--- src/rtl/bavd_pkg.sv ---
package bavd_pkg;
	// ------------------------------------------------------------------
	// register map (word addresses on the plain register port)
	// ------------------------------------------------------------------
	localparam logic [3:0]  ADDR_BRIDGE_CONTROL = 4'h0;
	localparam logic [3:0]  ADDR_IRQ_STATUS     = 4'h1;
	localparam logic [3:0]  ADDR_IRQ_ENABLE     = 4'h2;
	localparam logic [3:0]  ADDR_IRQ_CLEAR      = 4'h3;
	// ------------------------------------------------------------------
	// bridge control field positions
	// ------------------------------------------------------------------
	localparam int          BIT_ISA_ENABLE      = 2;
	localparam int          BIT_VGA_ENABLE      = 3;
	localparam int          BIT_FULL_DECODE     = 4;
	localparam int          BIT_ABORT_MODE      = 5;
	localparam logic [15:0] BRIDGE_CONTROL_RST  = 16'h0000;
	localparam logic [15:0] BRIDGE_CONTROL_MASK = 16'h0038;
	// ------------------------------------------------------------------
	// interrupt status bits
	// ------------------------------------------------------------------
	localparam int          IRQ_NUM             = 3;
	localparam int          IRQ_UR_SENT         = 0;
	localparam int          IRQ_TA_SENT         = 1;
	localparam int          IRQ_PW_ERR          = 2;
	// ------------------------------------------------------------------
	// legacy display ranges
	// ------------------------------------------------------------------
	localparam logic [31:0] VGA_MEM_LO          = 32'h000A0000;
	localparam logic [31:0] VGA_MEM_HI          = 32'h000BFFFF;
	localparam logic [9:0]  VGA_IO_A_LO         = 10'h3B0;
	localparam logic [9:0]  VGA_IO_A_HI         = 10'h3BB;
	localparam logic [9:0]  VGA_IO_B_LO         = 10'h3C0;
	localparam logic [9:0]  VGA_IO_B_HI         = 10'h3DF;
	localparam logic [15:0] IO_UPPER_ZERO       = 16'h0000;
	localparam logic [5:0]  ISA_ALIAS_ZERO      = 6'h00;
	// isa: low 256 bytes of each 1 KB block are forwarded, 768 blocked
	localparam logic [1:0]  ISA_LOW_QUARTER     = 2'h0;
	localparam logic [31:0] ABORT_READ_DATA     = 32'hFFFFFFFF;
	// ------------------------------------------------------------------
	// abort sequencer
	// ------------------------------------------------------------------
	typedef enum logic [1:0] {
		AB_IDLE = 2'b00,
		AB_UR   = 2'b01,
		AB_TA   = 2'b10,
		AB_BOTH = 2'b11
	} bavd_abort_t;
endpackage
--- src/rtl/bavd_bridge.sv ---
`timescale 1ns/1ps
// Overview of operation
// - abort mode clear: no abort report, reads give all ones, writes drop
// - abort mode set: pci master abort answered with unsupported request
// - abort mode set: pcie unsupported request gives target abort on pci
// - abort mode set: posted write master abort signals error, else quiet
// - full decode clear ignores io bits 15:10, set decodes them as zero
// - full decode only matters while vga enable is set
// - vga enable claims primary memory 000A0000h to 000BFFFFh downstream
// - vga enable forwards io, upper bits zero, 3B0-3BB or 3C0-3DF
// - vga enable blocks vga ranges from secondary going upstream
// - vga forwarding ignores isa enable and base limit windows
// - vga io gated by io enable, vga memory by memory enable, on the primary side only
// - vga enable clear: vga addresses go downstream only inside windows, upstream only outside them
// - isa enable blocks last 768 bytes of each 1 KB in first 64 KB
module bavd_bridge
	import bavd_pkg::*;
(
	// clock and reset
	input  wire logic        sys_clk,
	input  wire logic        reset_n,
	// register port
	input  wire logic [3:0]  reg_addr,
	input  wire logic [15:0] reg_wdata,
	input  wire logic        reg_wr,
	input  wire logic        reg_rd,
	output logic      [15:0] reg_rdata,
	// command register enables
	input  wire logic        io_space_enable,
	input  wire logic        memory_space_enable,
	// primary side decode request
	input  wire logic        pri_valid,
	input  wire logic        pri_is_io,
	input  wire logic [31:0] pri_addr,
	input  wire logic        pri_in_window,
	output logic             pri_forward,
	// secondary side decode request
	input  wire logic        sec_valid,
	input  wire logic        sec_is_io,
	input  wire logic [31:0] sec_addr,
	input  wire logic        sec_in_window,
	output logic             sec_forward,
	// abort events
	input  wire logic        pci_master_abort,
	input  wire logic        pci_abort_is_read,
	input  wire logic        pci_abort_posted,
	input  wire logic        pcie_ur_received,
	output logic             pcie_send_ur,
	output logic             pci_signal_ta,
	output logic             posted_abort_err,
	output logic             abort_drop_write,
	output logic             abort_rdata_valid,
	output logic      [31:0] abort_rdata,
	// interrupt
	output logic             irq
);
	// ------------------------------------------------------------------
	// registers
	// ------------------------------------------------------------------
	logic [15:0]        ctrl_r;
	logic [IRQ_NUM-1:0] irq_stat_r;
	logic [IRQ_NUM-1:0] irq_en_r;
	logic [IRQ_NUM-1:0] irq_evt;
	logic               abort_mode;
	logic               vga_en;
	logic               full_dec;
	logic               isa_en;
	bavd_abort_t        ab_state_r;
	bavd_abort_t        ab_state_nxt;
	logic               ma_report;
	logic               ur_report;
	logic               ma_read_quiet;
	logic               ma_write_quiet;
	logic               ma_posted_err;

	// ------------------------------------------------------------------
	// elaboration checks
	// ------------------------------------------------------------------
	// status, enable and clear share the low end of one 16 bit word
	if (IRQ_NUM < 1 || IRQ_NUM > 16) begin : g_chk_irq_num
		$error("interrupt count does not fit the register word");
	end
	// every control field has to sit inside the 16 bit control word
	if (BIT_ISA_ENABLE > 15 || BIT_VGA_ENABLE > 15
		|| BIT_FULL_DECODE > 15 || BIT_ABORT_MODE > 15) begin : g_chk_fields
		$error("control field outside the control word");
	end
	// event positions have to land inside the status word
	if (IRQ_UR_SENT >= IRQ_NUM || IRQ_TA_SENT >= IRQ_NUM
		|| IRQ_PW_ERR >= IRQ_NUM) begin : g_chk_events
		$error("event bit outside the status word");
	end

	// ------------------------------------------------------------------
	// control fields
	// ------------------------------------------------------------------
	assign abort_mode = ctrl_r[BIT_ABORT_MODE];
	assign vga_en     = ctrl_r[BIT_VGA_ENABLE];
	assign full_dec   = ctrl_r[BIT_FULL_DECODE];
	assign isa_en     = ctrl_r[BIT_ISA_ENABLE];

	// ------------------------------------------------------------------
	// control register
	// ------------------------------------------------------------------
	always_ff @(posedge sys_clk or negedge reset_n) begin
		if (!reset_n) begin
			ctrl_r <= BRIDGE_CONTROL_RST;
		end else if (reg_wr && reg_addr == ADDR_BRIDGE_CONTROL) begin
			// isa bit kept here since the isa block is decoded alongside
			ctrl_r <= reg_wdata & (BRIDGE_CONTROL_MASK
				| (16'h0001 << BIT_ISA_ENABLE));
		end
	end

	// ------------------------------------------------------------------
	// interrupt registers
	// ------------------------------------------------------------------
	always_ff @(posedge sys_clk or negedge reset_n) begin
		if (!reset_n) begin
			irq_en_r <= '0;
		end else if (reg_wr && reg_addr == ADDR_IRQ_ENABLE) begin
			irq_en_r <= reg_wdata[IRQ_NUM-1:0];
		end
	end

	// set wins over a clear in the same cycle
	always_ff @(posedge sys_clk or negedge reset_n) begin
		if (!reset_n) begin
			irq_stat_r <= '0;
		end else if (reg_wr && reg_addr == ADDR_IRQ_CLEAR) begin
			irq_stat_r <= (irq_stat_r & ~reg_wdata[IRQ_NUM-1:0]) | irq_evt;
		end else begin
			irq_stat_r <= irq_stat_r | irq_evt;
		end
	end

	assign irq = |(irq_stat_r & irq_en_r);

	// ------------------------------------------------------------------
	// register read back
	// ------------------------------------------------------------------
	// data stand for the one cycle after the strobe, zero otherwise
	always_ff @(posedge sys_clk or negedge reset_n) begin
		if (!reset_n) begin
			reg_rdata <= 16'h0000;
		end else if (reg_rd) begin
			case (reg_addr)
				ADDR_BRIDGE_CONTROL: reg_rdata <= ctrl_r;
				ADDR_IRQ_STATUS:     reg_rdata <= 16'(irq_stat_r);
				ADDR_IRQ_ENABLE:     reg_rdata <= 16'(irq_en_r);
				default:             reg_rdata <= 16'h0000;
			endcase
		end else begin
			reg_rdata <= 16'h0000;
		end
	end

	// ------------------------------------------------------------------
	// address decode
	// ------------------------------------------------------------------
	function automatic logic vga_io_hit(input logic [31:0] a,
	                                    input logic        full);
		logic low_ok;
		logic alias_ok;
		low_ok = (a[9:0] >= VGA_IO_A_LO && a[9:0] <= VGA_IO_A_HI)
		      || (a[9:0] >= VGA_IO_B_LO && a[9:0] <= VGA_IO_B_HI);
		alias_ok = !full || a[15:10] == ISA_ALIAS_ZERO;
		return a[31:16] == IO_UPPER_ZERO && low_ok && alias_ok;
	endfunction

	function automatic logic vga_mem_hit(input logic [31:0] a);
		return a >= VGA_MEM_LO && a <= VGA_MEM_HI;
	endfunction

	// ------------------------------------------------------------------
	// decode terms
	// ------------------------------------------------------------------
	logic pri_vga_io;
	logic pri_vga_mem;
	logic sec_vga;
	logic pri_isa_block;
	logic pri_win_ok;
	logic pri_vga_ok;

	// full decode is only consulted under vga enable
	assign pri_vga_io  = vga_en && pri_is_io
		&& vga_io_hit(pri_addr, full_dec);
	assign pri_vga_mem = vga_en && !pri_is_io && vga_mem_hit(pri_addr);
	assign sec_vga     = vga_en && (sec_is_io
		? vga_io_hit(sec_addr, full_dec)
		: vga_mem_hit(sec_addr));
	// isa blocking touches the window path only, never a vga hit
	assign pri_isa_block = isa_en && pri_is_io
		&& pri_addr[31:16] == IO_UPPER_ZERO
		&& pri_addr[9:8] != ISA_LOW_QUARTER;
	assign pri_win_ok = pri_in_window && !pri_isa_block
		&& (pri_is_io ? io_space_enable : memory_space_enable);

	// vga hit bypasses isa and window terms entirely, only the command
	// register enables still gate it
	assign pri_vga_ok = (pri_vga_io && io_space_enable)
		|| (pri_vga_mem && memory_space_enable);

	// ------------------------------------------------------------------
	// forward outputs
	// ------------------------------------------------------------------
	always_ff @(posedge sys_clk or negedge reset_n) begin
		if (!reset_n) begin
			pri_forward <= 1'b0;
		end else begin
			pri_forward <= pri_valid
				&& (pri_vga_ok || pri_win_ok);
		end
	end

	// a vga hit stays on the secondary side even outside the window
	always_ff @(posedge sys_clk or negedge reset_n) begin
		if (!reset_n) begin
			sec_forward <= 1'b0;
		end else begin
			sec_forward <= sec_valid && !sec_in_window && !sec_vga;
		end
	end

	// ------------------------------------------------------------------
	// abort handling
	// ------------------------------------------------------------------
	assign ma_report = pci_master_abort && abort_mode;
	assign ur_report = pcie_ur_received && abort_mode;

	// both events in one cycle: both sides get their answer
	always_comb begin
		ab_state_nxt = AB_IDLE;
		case ({ma_report, ur_report})
			2'h1:    ab_state_nxt = AB_TA;
			2'h2:    ab_state_nxt = AB_UR;
			2'h3:    ab_state_nxt = AB_BOTH;
			default: ab_state_nxt = AB_IDLE;
		endcase
	end

	always_ff @(posedge sys_clk or negedge reset_n) begin
		if (!reset_n) begin
			ab_state_r <= AB_IDLE;
		end else begin
			ab_state_r <= ab_state_nxt;
		end
	end

	assign pcie_send_ur  = ab_state_r == AB_UR
		|| ab_state_r == AB_BOTH;
	assign pci_signal_ta = ab_state_r == AB_TA
		|| ab_state_r == AB_BOTH;

	// ------------------------------------------------------------------
	// abort outputs
	// ------------------------------------------------------------------
	// quiet mode: reads end with all ones, writes are dropped silently
	assign ma_read_quiet  = pci_master_abort && pci_abort_is_read
		&& !abort_mode;
	assign ma_write_quiet = pci_master_abort && !pci_abort_is_read
		&& !abort_mode;
	assign ma_posted_err  = pci_master_abort && pci_abort_posted
		&& abort_mode;

	always_ff @(posedge sys_clk or negedge reset_n) begin
		if (!reset_n) begin
			posted_abort_err <= 1'b0;
		end else begin
			posted_abort_err <= ma_posted_err;
		end
	end

	always_ff @(posedge sys_clk or negedge reset_n) begin
		if (!reset_n) begin
			abort_drop_write <= 1'b0;
		end else begin
			abort_drop_write <= ma_write_quiet;
		end
	end

	always_ff @(posedge sys_clk or negedge reset_n) begin
		if (!reset_n) begin
			abort_rdata_valid <= 1'b0;
		end else begin
			abort_rdata_valid <= ma_read_quiet;
		end
	end

	// the data word is zero outside its valid pulse
	always_ff @(posedge sys_clk or negedge reset_n) begin
		if (!reset_n) begin
			abort_rdata <= 32'h00000000;
		end else begin
			abort_rdata <= ma_read_quiet
				? ABORT_READ_DATA : 32'h00000000;
		end
	end

	// ------------------------------------------------------------------
	// interrupt events
	// ------------------------------------------------------------------
	// taken from the next state so the status bit and the pulse agree
	assign irq_evt[IRQ_UR_SENT] = ab_state_nxt == AB_UR
		|| ab_state_nxt == AB_BOTH;
	assign irq_evt[IRQ_TA_SENT] = ab_state_nxt == AB_TA
		|| ab_state_nxt == AB_BOTH;
	assign irq_evt[IRQ_PW_ERR]  = ma_posted_err;

endmodule // bavd_bridge

--- config.mk ---
export PLATFORM = sky130hd
export DESIGN_NAME = bavd_bridge
export DESIGN_NICKNAME = d
export VERILOG_FILES = /design/src/rtl/bavd_pkg.sv /design/src/rtl/bavd_bridge.sv
export SDC_FILE = /design/constraint.sdc
export NUM_CORES = 1
export LEC_CHECK = 0
export BUFFER_PORTS_ARGS = -buffer_cell sky130_fd_sc_hd__buf_2
export CORE_ASPECT_RATIO = 0.75
export CORE_MARGIN = 5
export CORE_UTILIZATION = 39
export CTS_BUF_LIST = sky130_fd_sc_hd__clkbuf_4
export CTS_CLUSTER_DIAMETER = 100
export DETAILED_ROUTE_END_ITERATION = 8
export MAX_ROUTING_LAYER = met4
export PLACE_DENSITY_LB_ADDON = 0.05
export SETUP_SLACK_MARGIN = 0.2
export SLEW_MARGIN = 15
export SYNTH_ARGS = -nofsm -noshare
export SYNTH_HDL_FRONTEND = slang
export SYNTH_SLANG_ARGS = --single-unit
--- constraint.sdc ---
create_clock -name sys_clk -period 3.23 [get_ports sys_clk]
set_clock_uncertainty 0.1 [all_clocks]
set_input_delay 0.646 -clock sys_clk [delete_from_list [all_inputs] [get_ports sys_clk]]
set_output_delay 0.646 -clock sys_clk [all_outputs]
set_load 0.02 [all_outputs]
# ---- After elaboration in Yosys (flattened, before gate mapping)
# Cells that the tools add are included.
dict set report totals {
  word_cells 107
  out_inout_bits 56
  input_bits 100
  ff_bits 65
}
dict set report classes {
  mux 7
  n_eq_ne 12
  n_bitwise 5
  magnitude_cmp 12
  n_reduce_logical 60
}
# op n
set op_table {}
lappend op_table {{greater-or-equal comparator 32 x 20 -> 1 bit, second input constant} 2}
lappend op_table {{less-or-equal comparator 32 x 20 -> 1 bit, second input constant} 2}
lappend op_table {{greater-or-equal comparator 10 bit, second input constant} 4}
lappend op_table {{less-or-equal comparator 10 bit, second input constant} 4}
lappend op_table {{logical AND 1 bit} 36}
lappend op_table {{zero test 16 bit} 2}
lappend op_table {{two-way mux 32 bit} 1}
lappend op_table {{case mux 6 bit (3 select lines)} 1}
lappend op_table {{== test 2 bit, second input constant} 6}
lappend op_table {{zero test 6 bit} 2}
lappend op_table {{logical OR 1 bit} 10}
lappend op_table {{== test 4 x 2 -> 1 bit, second input constant} 2}
lappend op_table {{zero test 1 bit} 7}
lappend op_table {{bitwise AND 3 bit} 2}
lappend op_table {{== test 2 x 1 -> 1 bit, second input constant} 3}
lappend op_table {{two-way mux 6 bit} 1}
lappend op_table {{bitwise OR 3 bit} 2}
lappend op_table {{case mux 2 bit (3 select lines)} 1}
lappend op_table {{== test 4 x 1 -> 1 bit, second input constant} 1}
lappend op_table {{zero test 4 bit} 1}
lappend op_table {{two-way mux 3 bit} 1}
lappend op_table {{inverter 3 bit} 1}
lappend op_table {{OR reduction 3 bit} 1}
lappend op_table {{two-way mux 1 bit} 2}
lappend op_table {{nonzero test 2 bit} 1}

# ---- Depth between registers and ports, before layout
# Gate-level depths: netlist of the first run.
dict set report logic_depth {
  word_depth 10
  depth_mapped 4
  depth_no_buf 4
}

# ---- Worst setup path after synthesis of the first run
# No wires, ideal clock.
dict set report synth_timing {
  path_type {input -> register}
  start {input port sec_addr[11]}
  end {register sec_forward}
  arrival_time_ps 1745
  n_path_buf 0
  stages 4
  setup_slack_ps 1251
  required_ps 2997
  setup_time_ps 133
  path_cell_list {or4_1 > o31a_1 > a2111oi_2 > nor4b_1}
}
dict set report synth_via {
  elab_chain_cells 7
  word_cells_on_any_way 10
  cone_classes {order compare: 2; mux: 1; reduce/logical: 7}
}
# item line
set synth_rtl {}
lappend synth_rtl {{start: declaration} bavd_bridge.sv:40} ;# input wire logic [31:0] sec_addr,
lappend synth_rtl {{parallel branches: the longest is 3 deep, another holds greater-or-equal comparator 32 x 20 -> 1 bit} -}
lappend synth_rtl {{two-way mux 1 bit *} bavd_bridge.sv:190} ;# ? vga_io_hit(sec_addr, full_dec)
lappend synth_rtl {{logical AND 1 bit *} bavd_bridge.sv:189} ;# assign sec_vga = vga_en && (sec_is_io
lappend synth_rtl {{zero test 1 bit *} bavd_bridge.sv:221} ;# sec_forward <= sec_valid && !sec_in_window && !sec_vga;
lappend synth_rtl {{logical AND 1 bit *} bavd_bridge.sv:221}
lappend synth_rtl {{end signal: assignment} bavd_bridge.sv:221}
lappend synth_rtl {{end: declaration} bavd_bridge.sv:42} ;# output logic sec_forward,
# Mark *: on every way between the ends.
# A chain may end at the register's enable or synchronous reset.

==> impl_metrics.json, run 1 <==
{
  "ant_nets": 0,
  "clock_sinks": 23,
  "clockRootBuffer": "clkbuf_4",
  "synth_seq_area_share_pct": 39.5,
  "use_met1_pct": 17.7,
  "num_vias": 1323,
  "cts_tree": "yes",
  "critPathLaunch": "abort_rdata[30]",
  "io_pins": 156,
  "cts_setup_buffers": 0,
  "grt_overflow_total": 0,
  "synth-warning-count": 0,
  "cts_resized": 0,
  "async_flop_share_pct": 100,
  "crit_family": "flip-flops",
  "rows": 19,
  "yosys.area_share.simple_pct": 21.8,
  "antenna_found_initial": 0,
  "rsz0062_at_grt": "false",
  "regToRegStartpoint": "ctrl_r[3]",
  "cp_data_arrival_time_ps": 1360,
  "drc": 0,
  "tightest_slew_ps": 621,
  "fp.coreArea_um2": 3640,
  "netlist_area_um2": 1460,
  "yosys.area.top_type": "dfrtp_1",
  "synth_adder_area_share_pct": 0,
  "finalCriticalPeriod_ps": 2100,
  "required_ps": 2480,
  "synth_xor_area_share_pct": 0,
  "maxSlewHeadroom_pct": 58.6,
  "dieArea_um2": 5070,
  "syn_area_per_cell_um2": 9.65,
  "first_global_vias": 1264,
  "drive_gt1_share_pct": 57.4,
  "grt_pass1_wl_um": 5440,
  "drv_cap": 0,
  "synth_flop_cell": "dfrtp_1",
  "fp.dieH_um": 62.9,
  "final_util_pct": 52.7,
  "fillers": 378,
  "cts_hold_buf": 0,
  "drt-initial-drc-count": 36,
  "insertion_delay_ps": 300,
  "die_w_um": 80.6,
  "synth-seq-cells": 23,
  "cp-start-kind": "register",
  "pwr_density_cell_nw_per_um2": 379,
  "syn_inst": 151,
  "slew_viol_final": 0,
  "peakVddDrop_mv": 0.131,
  "crit_buf_inv": 1,
  "multiInputGateArea_um2": 586,
  "synthTopCellsByArea": "dfrtp_1, buf_4, mux2_2",
  "hold_viol_final": 0,
  "p_leak_nw": 1.08,
  "portBuffers": 131,
  "top_usage_layer": "met2",
  "min_path_type": "in2async",
  "diodes": 0,
  "synth_top_area_share_pct": 39.5,
  "cts_max_level": 1,
  "area_growth_pct": 31.5,
  "outcome": "finished, final reports clean",
  "crit_chain": "buf_2",
  "grt_max_degree": 34,
  "regArea_um2": 576,
  "drt_wl_total_um": 3590,
  "synth_cell_types": 37,
  "fin_crit_sh_pct": 65.1,
  "nNetsFinal": 352,
  "met2_usage_pct": 21.4,
  "synth_compound_area_share_pct": 9.01,
  "synth_top_family_by_area": "buffers and inverters",
  "criticalPathCategory": "reg2out",
  "cp_slowest_cell": "dfrtp_1",
  "met3_usage_pct": 3.60,
  "numCtsBuffers": 3,
  "critPathCaptureType": "output port",
  "setup_slack_ps": 1130,
  "clk_pin_slew_worst_paths_ps": 130,
  "vias_per_cell": 4.37,
  "grt_usage_pct": 13.5,
  "place_ws_ps": 1100,
  "cp_max_fo": 33,
  "drt-pass1-iter-count": 4,
  "clock_path_buffers": 2,
  "finalSetupViolations": 0,
  "wl_per_cell_um": 11.9,
  "start_util_pct": 40.1,
  "synth_edf_count": 0,
  "crit_path_max_incr_delay_ps": 760,
  "clock.fmax_ghz": 0.476,
  "tns_ps": 0,
  "gp_congestion": 0.804,
  "yosys-mux-area-fraction_pct": 6.78
}
[worst paths after layout]
kind	end	cells past startpoint	slack [ps]
max	abort_rdata[2]	1	1130
min	ab_state_r[1]	1	180
max reg2reg	sec_forward	4	1850
min reg2reg	irq_stat_r[0]	1	430
max in group asynchronous	ctrl_r[3]	1	2500
min in group sys_clk	sec_forward	2	380
[metal layers]
metal,share of wire (%),vias to the layer above
li1,-,680
met1,42,564
met2,46,77
met3,11,2
met4,0.39,0
met5,0,-
[cell type report]
type / count / share of cell area, %
Multi-Input combinational cell: 91 / 30.5
Tap cell: 52 / 3.39
Clock buffer: 3 / 1.17
Clock inverter: 1 / 0.261
Timing Repair Buffer: 131 / 34.2
Inverter: 2 / 0.392
Sequential cell: 23 / 30.0
[stage by stage]
step	cells	hold slack (ps)	instance area, um^2	total power [mW]
finish	303	179	1920	0.726
global route	303	201	1920	0.776
CTS	303	188	1920	0.739
detailed placement	299	409	1890	0.605
global placement	299	407	1890	0.603
floorplan	160	250	1490	0.541
[synth_stat cells (all sizes together), types with 2 or more instances]
master  instances
nand4           3
a22oi           2
nor4            5
mux2            7
and3            2
dfrtp          23
and2            6
a21o            3
or4             2
inv             2
o22ai           2
nor3            3
clkbuf          2
nand4b          2
nor4b           3
nor2           11
nand2          10
nor2b           2
mux2i           2
nor3b           2
buf            42
[where the power goes]
part | leakage [nW] | switching (mW) | internal (mW) | total [mW]
Sequential | 0.290 | 0.0320 | 0.322 | 0.354
Clock | 0.0177 | 0.0836 | 0.0463 | 0.130
Combinational | 0.772 | 0.134 | 0.108 | 0.242
Total | 1.08 | 0.249 | 0.476 | 0.726
[cell families (layout without fill, tap and decap cells)]
logic type / after synthesis / after routing
AOI/OAI and AO/OA: 16 / 16
other: 1 / 10
buffers and inverters: 46 / 137
DFF: 23 / 23
muxes: 9 / 9
and+or+nand+nor: 56 / 56
[cell usage in the layout, fill, tap and decap left out, drive strengths merged, types with 5 or more instances in the layout]
cell	n
nor2	11
nand2	10
dfrtp	23
and2	6
nor4	5
conb	10
mux2	7
buf	131
[flip-flops by register name (all words and copies together) (netlist names)]
signal,flops
ab_state_r,2
abort_drop_write,1
abort_rdata,1
ctrl_r,4
irq_en_r,3
irq_stat_r,3
posted_abort_err,1
pri_forward,1
reg_rdata,6
sec_forward,1
[worst register-to-register path, delay by kind of cell, from the launching register on]
kind / cells / cell delay, ps
and+or+nand+nor: 3 / 540
DFF: 1 / 390
AOI/OAI and AO/OA: 1 / 230
Note: power is estimated with default switching activity, not from simulation.
==> inputs of run 2 (changes only) <==
--- a/config.mk
+++ b/config.mk
@@ -5,10 +5,11 @@
 export SDC_FILE = /design/constraint.sdc
 export NUM_CORES = 1
 export LEC_CHECK = 0
+export ABC_AREA = 1
 export BUFFER_PORTS_ARGS = -buffer_cell sky130_fd_sc_hd__buf_2
 export CORE_ASPECT_RATIO = 0.75
 export CORE_MARGIN = 5
-export CORE_UTILIZATION = 39
+export CORE_UTILIZATION = 34
 export CTS_BUF_LIST = sky130_fd_sc_hd__clkbuf_4
 export CTS_CLUSTER_DIAMETER = 100
 export DETAILED_ROUTE_END_ITERATION = 8
==> constraint.sdc (replaced) <==
create_clock -name sys_clk -period 1.7 [get_ports sys_clk]
set_clock_uncertainty 0.1 [all_clocks]
set_input_delay 0.34 -clock sys_clk [delete_from_list [all_inputs] [get_ports sys_clk]]
set_output_delay 0.34 -clock sys_clk [all_outputs]
set_load 0.02 [all_outputs]
==> run 2 against run 1 <==
Net effect: sequential share of layout area fell by 3.3 points; power grew 91%; area after synthesis grew 11%; combinational power grew 100%; count of clock-buffer cells in the layout stayed put; first-iteration DRC count rose by 28%; critical path depth rose by 1; highest routed layer is now met3; via count up 22%; sequential power up 79%.
==> impl_metrics.json, run 2 <==
{
  "slew_viol_final": 0,
  "fp.coreArea_um2": 4520,
  "drive_gt1_share_pct": 42.6,
  "wl_per_cell_um": 11.3,
  "diodes": 0,
  "drc": 0,
  "crit_buf_inv": 2,
  "area_growth_pct": 34.2,
  "start_util_pct": 35.8,
  "crit_family": "flip-flops",
  "grt_pass1_wl_um": 6560,
  "cts_max_level": 1,
  "outcome": "finished, final reports clean",
  "synth-warning-count": 0,
  "yosys.area.top_type": "dfrtp_1",
  "layout_common_cells": "buf_2, nand2_1, nor2_1, inv_1, dfrtp_1",
  "p_leak_nw": 1.38,
  "drv_cap": 0,
  "hold_viol_final": 0,
  "drt_wl_total_um": 4450,
  "pwr_density_cell_nw_per_um2": 639,
  "peakVddDrop_mv": 0.432,
  "intPower_mw": 0.892,
  "clock_path_buffers": 2,
  "numCtsBuffers": 3,
  "fillers": 508,
  "cp_max_fo": 16,
  "clkPwrFrac_pct": 18.6,
  "min_path_type": "in2reg",
  "syn_area_per_cell_um2": 6.88,
  "fin_crit_sh_pct": 93.7,
  "criticalPathCategory": "reg2out",
  "io_pins": 156,
  "largest_reg_flops": 6,
  "synthTopCellsByArea": "dfrtp_1, buf_4, nand2_1",
  "antenna_found_initial": 0,
  "synth-seq-cells": 23,
  "insertion_delay_ps": 310,
  "swShare_pct": 35.7,
  "vias_per_cell": 4.09,
  "drt-initial-drc-count": 46,
  "tightest_slew_ps": 520,
  "grt_max_degree": 34,
  "num_vias": 1615,
  "drt-pass1-iter-count": 4,
  "synth.most_common_cell": "nand2_1",
  "layout_commonest_cell": "buf_2",
  "power_frac_comb_pct": 35.8,
  "dpl.hpwl_um": 3730,
  "finalSetupViolations": 0,
  "cp-start-kind": "register",
  "reg.largest.list": "reg_rdata: 6 flops, ctrl_r: 4 flops",
  "fin_cells": 395,
  "maxSlewHeadroom_pct": 65.3,
  "p_sw_mw": 0.495,
  "tns_ps": 0,
  "dp_cells": 388,
  "fp.dieH_um": 69.7,
  "clk_pin_slew_worst_paths_ps": 130,
  "ant_nets": 0,
  "async_flop_share_pct": 100,
  "registers.top_by_ff_count": "reg_rdata",
  "gp_congestion": 0.826,
  "cp_slowest_cell": "dfrtp_4",
  "synth_seq_area_share_pct": 35.6,
  "nNetsFinal": 439,
  "dieArea_um2": 6250,
  "netlist_area_um2": 1620,
  "portBuffers": 131,
  "rows": 21,
  "first_global_vias": 1494,
  "grt_overflow_total": 0,
  "die_w_um": 89.6,
  "crit_path_max_incr_delay_ps": 510,
  "clockRootBuffer": "clkbuf_4",
  "rsz0062_at_grt": "true",
  "clock_sinks": 23,
  "cts_tree": "yes",
  "grt_usage_pct": 13.1,
  "crit_chain": "buf_6 -> buf_4",
  "synth_edf_count": 0,
  "syn_inst": 235,
  "synth_top_area_share_pct": 35.6,
  "required_ps": 1260,
  "synth_commonest_cells": "nand2_1, buf_4, nor2_1, inv_1, dfrtp_1",
  "critPathCaptureType": "output port",
  "cp_data_arrival_time_ps": 1150,
  "rrSetupSlack_ps": 580,
  "clock.fmax_ghz": 0.628,
  "synth_cell_types": 19,
  "finalCriticalPeriod_ps": 1590,
  "synth_flop_cell": "dfrtp_1",
  "p_seq_share_pct": 45.6
}
run 2: cell count changes in the layout (fill, tap and decap cells not counted), sizes merged, moves of 4 or more:
cell / previous run / this run
a21oi: 1 / 8
o21ai: 0 / 8
mux2: 7 / 0
nand2: 10 / 54
inv: 2 / 32
nor4: 5 / 1
nor2: 11 / 41
nand3: 1 / 11
and2: 6 / 0
run 2: power groups by stage:
stage	Sequential [mW]	Clock (mW)	Combinational (mW)
after floorplan	0.658	0	0.312
after global placement	0.652	0	0.450
after detailed placement	0.652	0	0.452
after CTS	0.641	0.267	0.455
after global routing	0.641	0.294	0.552
final	0.633	0.258	0.496
run 2: path summary, 6_finish.rpt:
check,from,to,cells after the start
max,abort_rdata[30],abort_rdata[21],2
min,pci_abort_is_read,abort_drop_write,2
max reg2reg,ctrl_r[3],pri_forward,6
min reg2reg,ctrl_r[5],abort_rdata[30],1
max in group asynchronous,reset_n,abort_rdata[30],2
min in group asynchronous,reset_n,posted_abort_err,2
run 2: cell type report:
class,count,area [um^2],share of cell area (%)
repair buffers,134,734,33.9
multi-input cells,145,637,29.4
flip-flops and latches,23,579,26.7
inverters,32,120,5.54
well taps,57,71.3,3.29
clock buffers,3,22.5,1.04
clock inverters,1,5.00,0.231
run 2: metal layers:
metal	part of all wire [%]	wire length [um]	global-route usage, %
met1	44	1980	17.6
met2	43	1930	20.5
met3	12	542	4.16
met4	0	0	0
met5	0	0	-
run 2: kinds of logic (layout without fill, tap and decap cells):
group | Yosys count | count (layout) | synth area share (%)
AO/OA/AOI/OAI | 18 | 18 | 5.96
flip-flops | 23 | 23 | 35.6
AND/OR/NAND/NOR | 117 | 117 | 30.8
other | 1 | 10 | 0.232
buffers and inverters | 76 | 170 | 27.4
run 2: stage by stage:
stage	hold WS, ps	util [%]	setup slack [ps]	total power [mW]	instance area [um^2]
5_1_grt	58.3	48.0	68.2	1.49	2170
2_1_floorplan	-55.6	-	381	0.970	1650
3_3_place_gp	250	45.5	331	1.10	2060
6_report	70.6	48.0	108	1.39	2170
3_5_place_dp	246	45.5	312	1.10	2060
4_1_cts	63.7	46.4	129	1.36	2100
run 2: repair_timing:
action,in CTS,in global routing
hold buffers,1,0
endpoints found under the hold margin,23,0
setup buffers,0,2
resized for setup,1,21
endpoints found under the setup margin,33,34
pin swaps,0,2
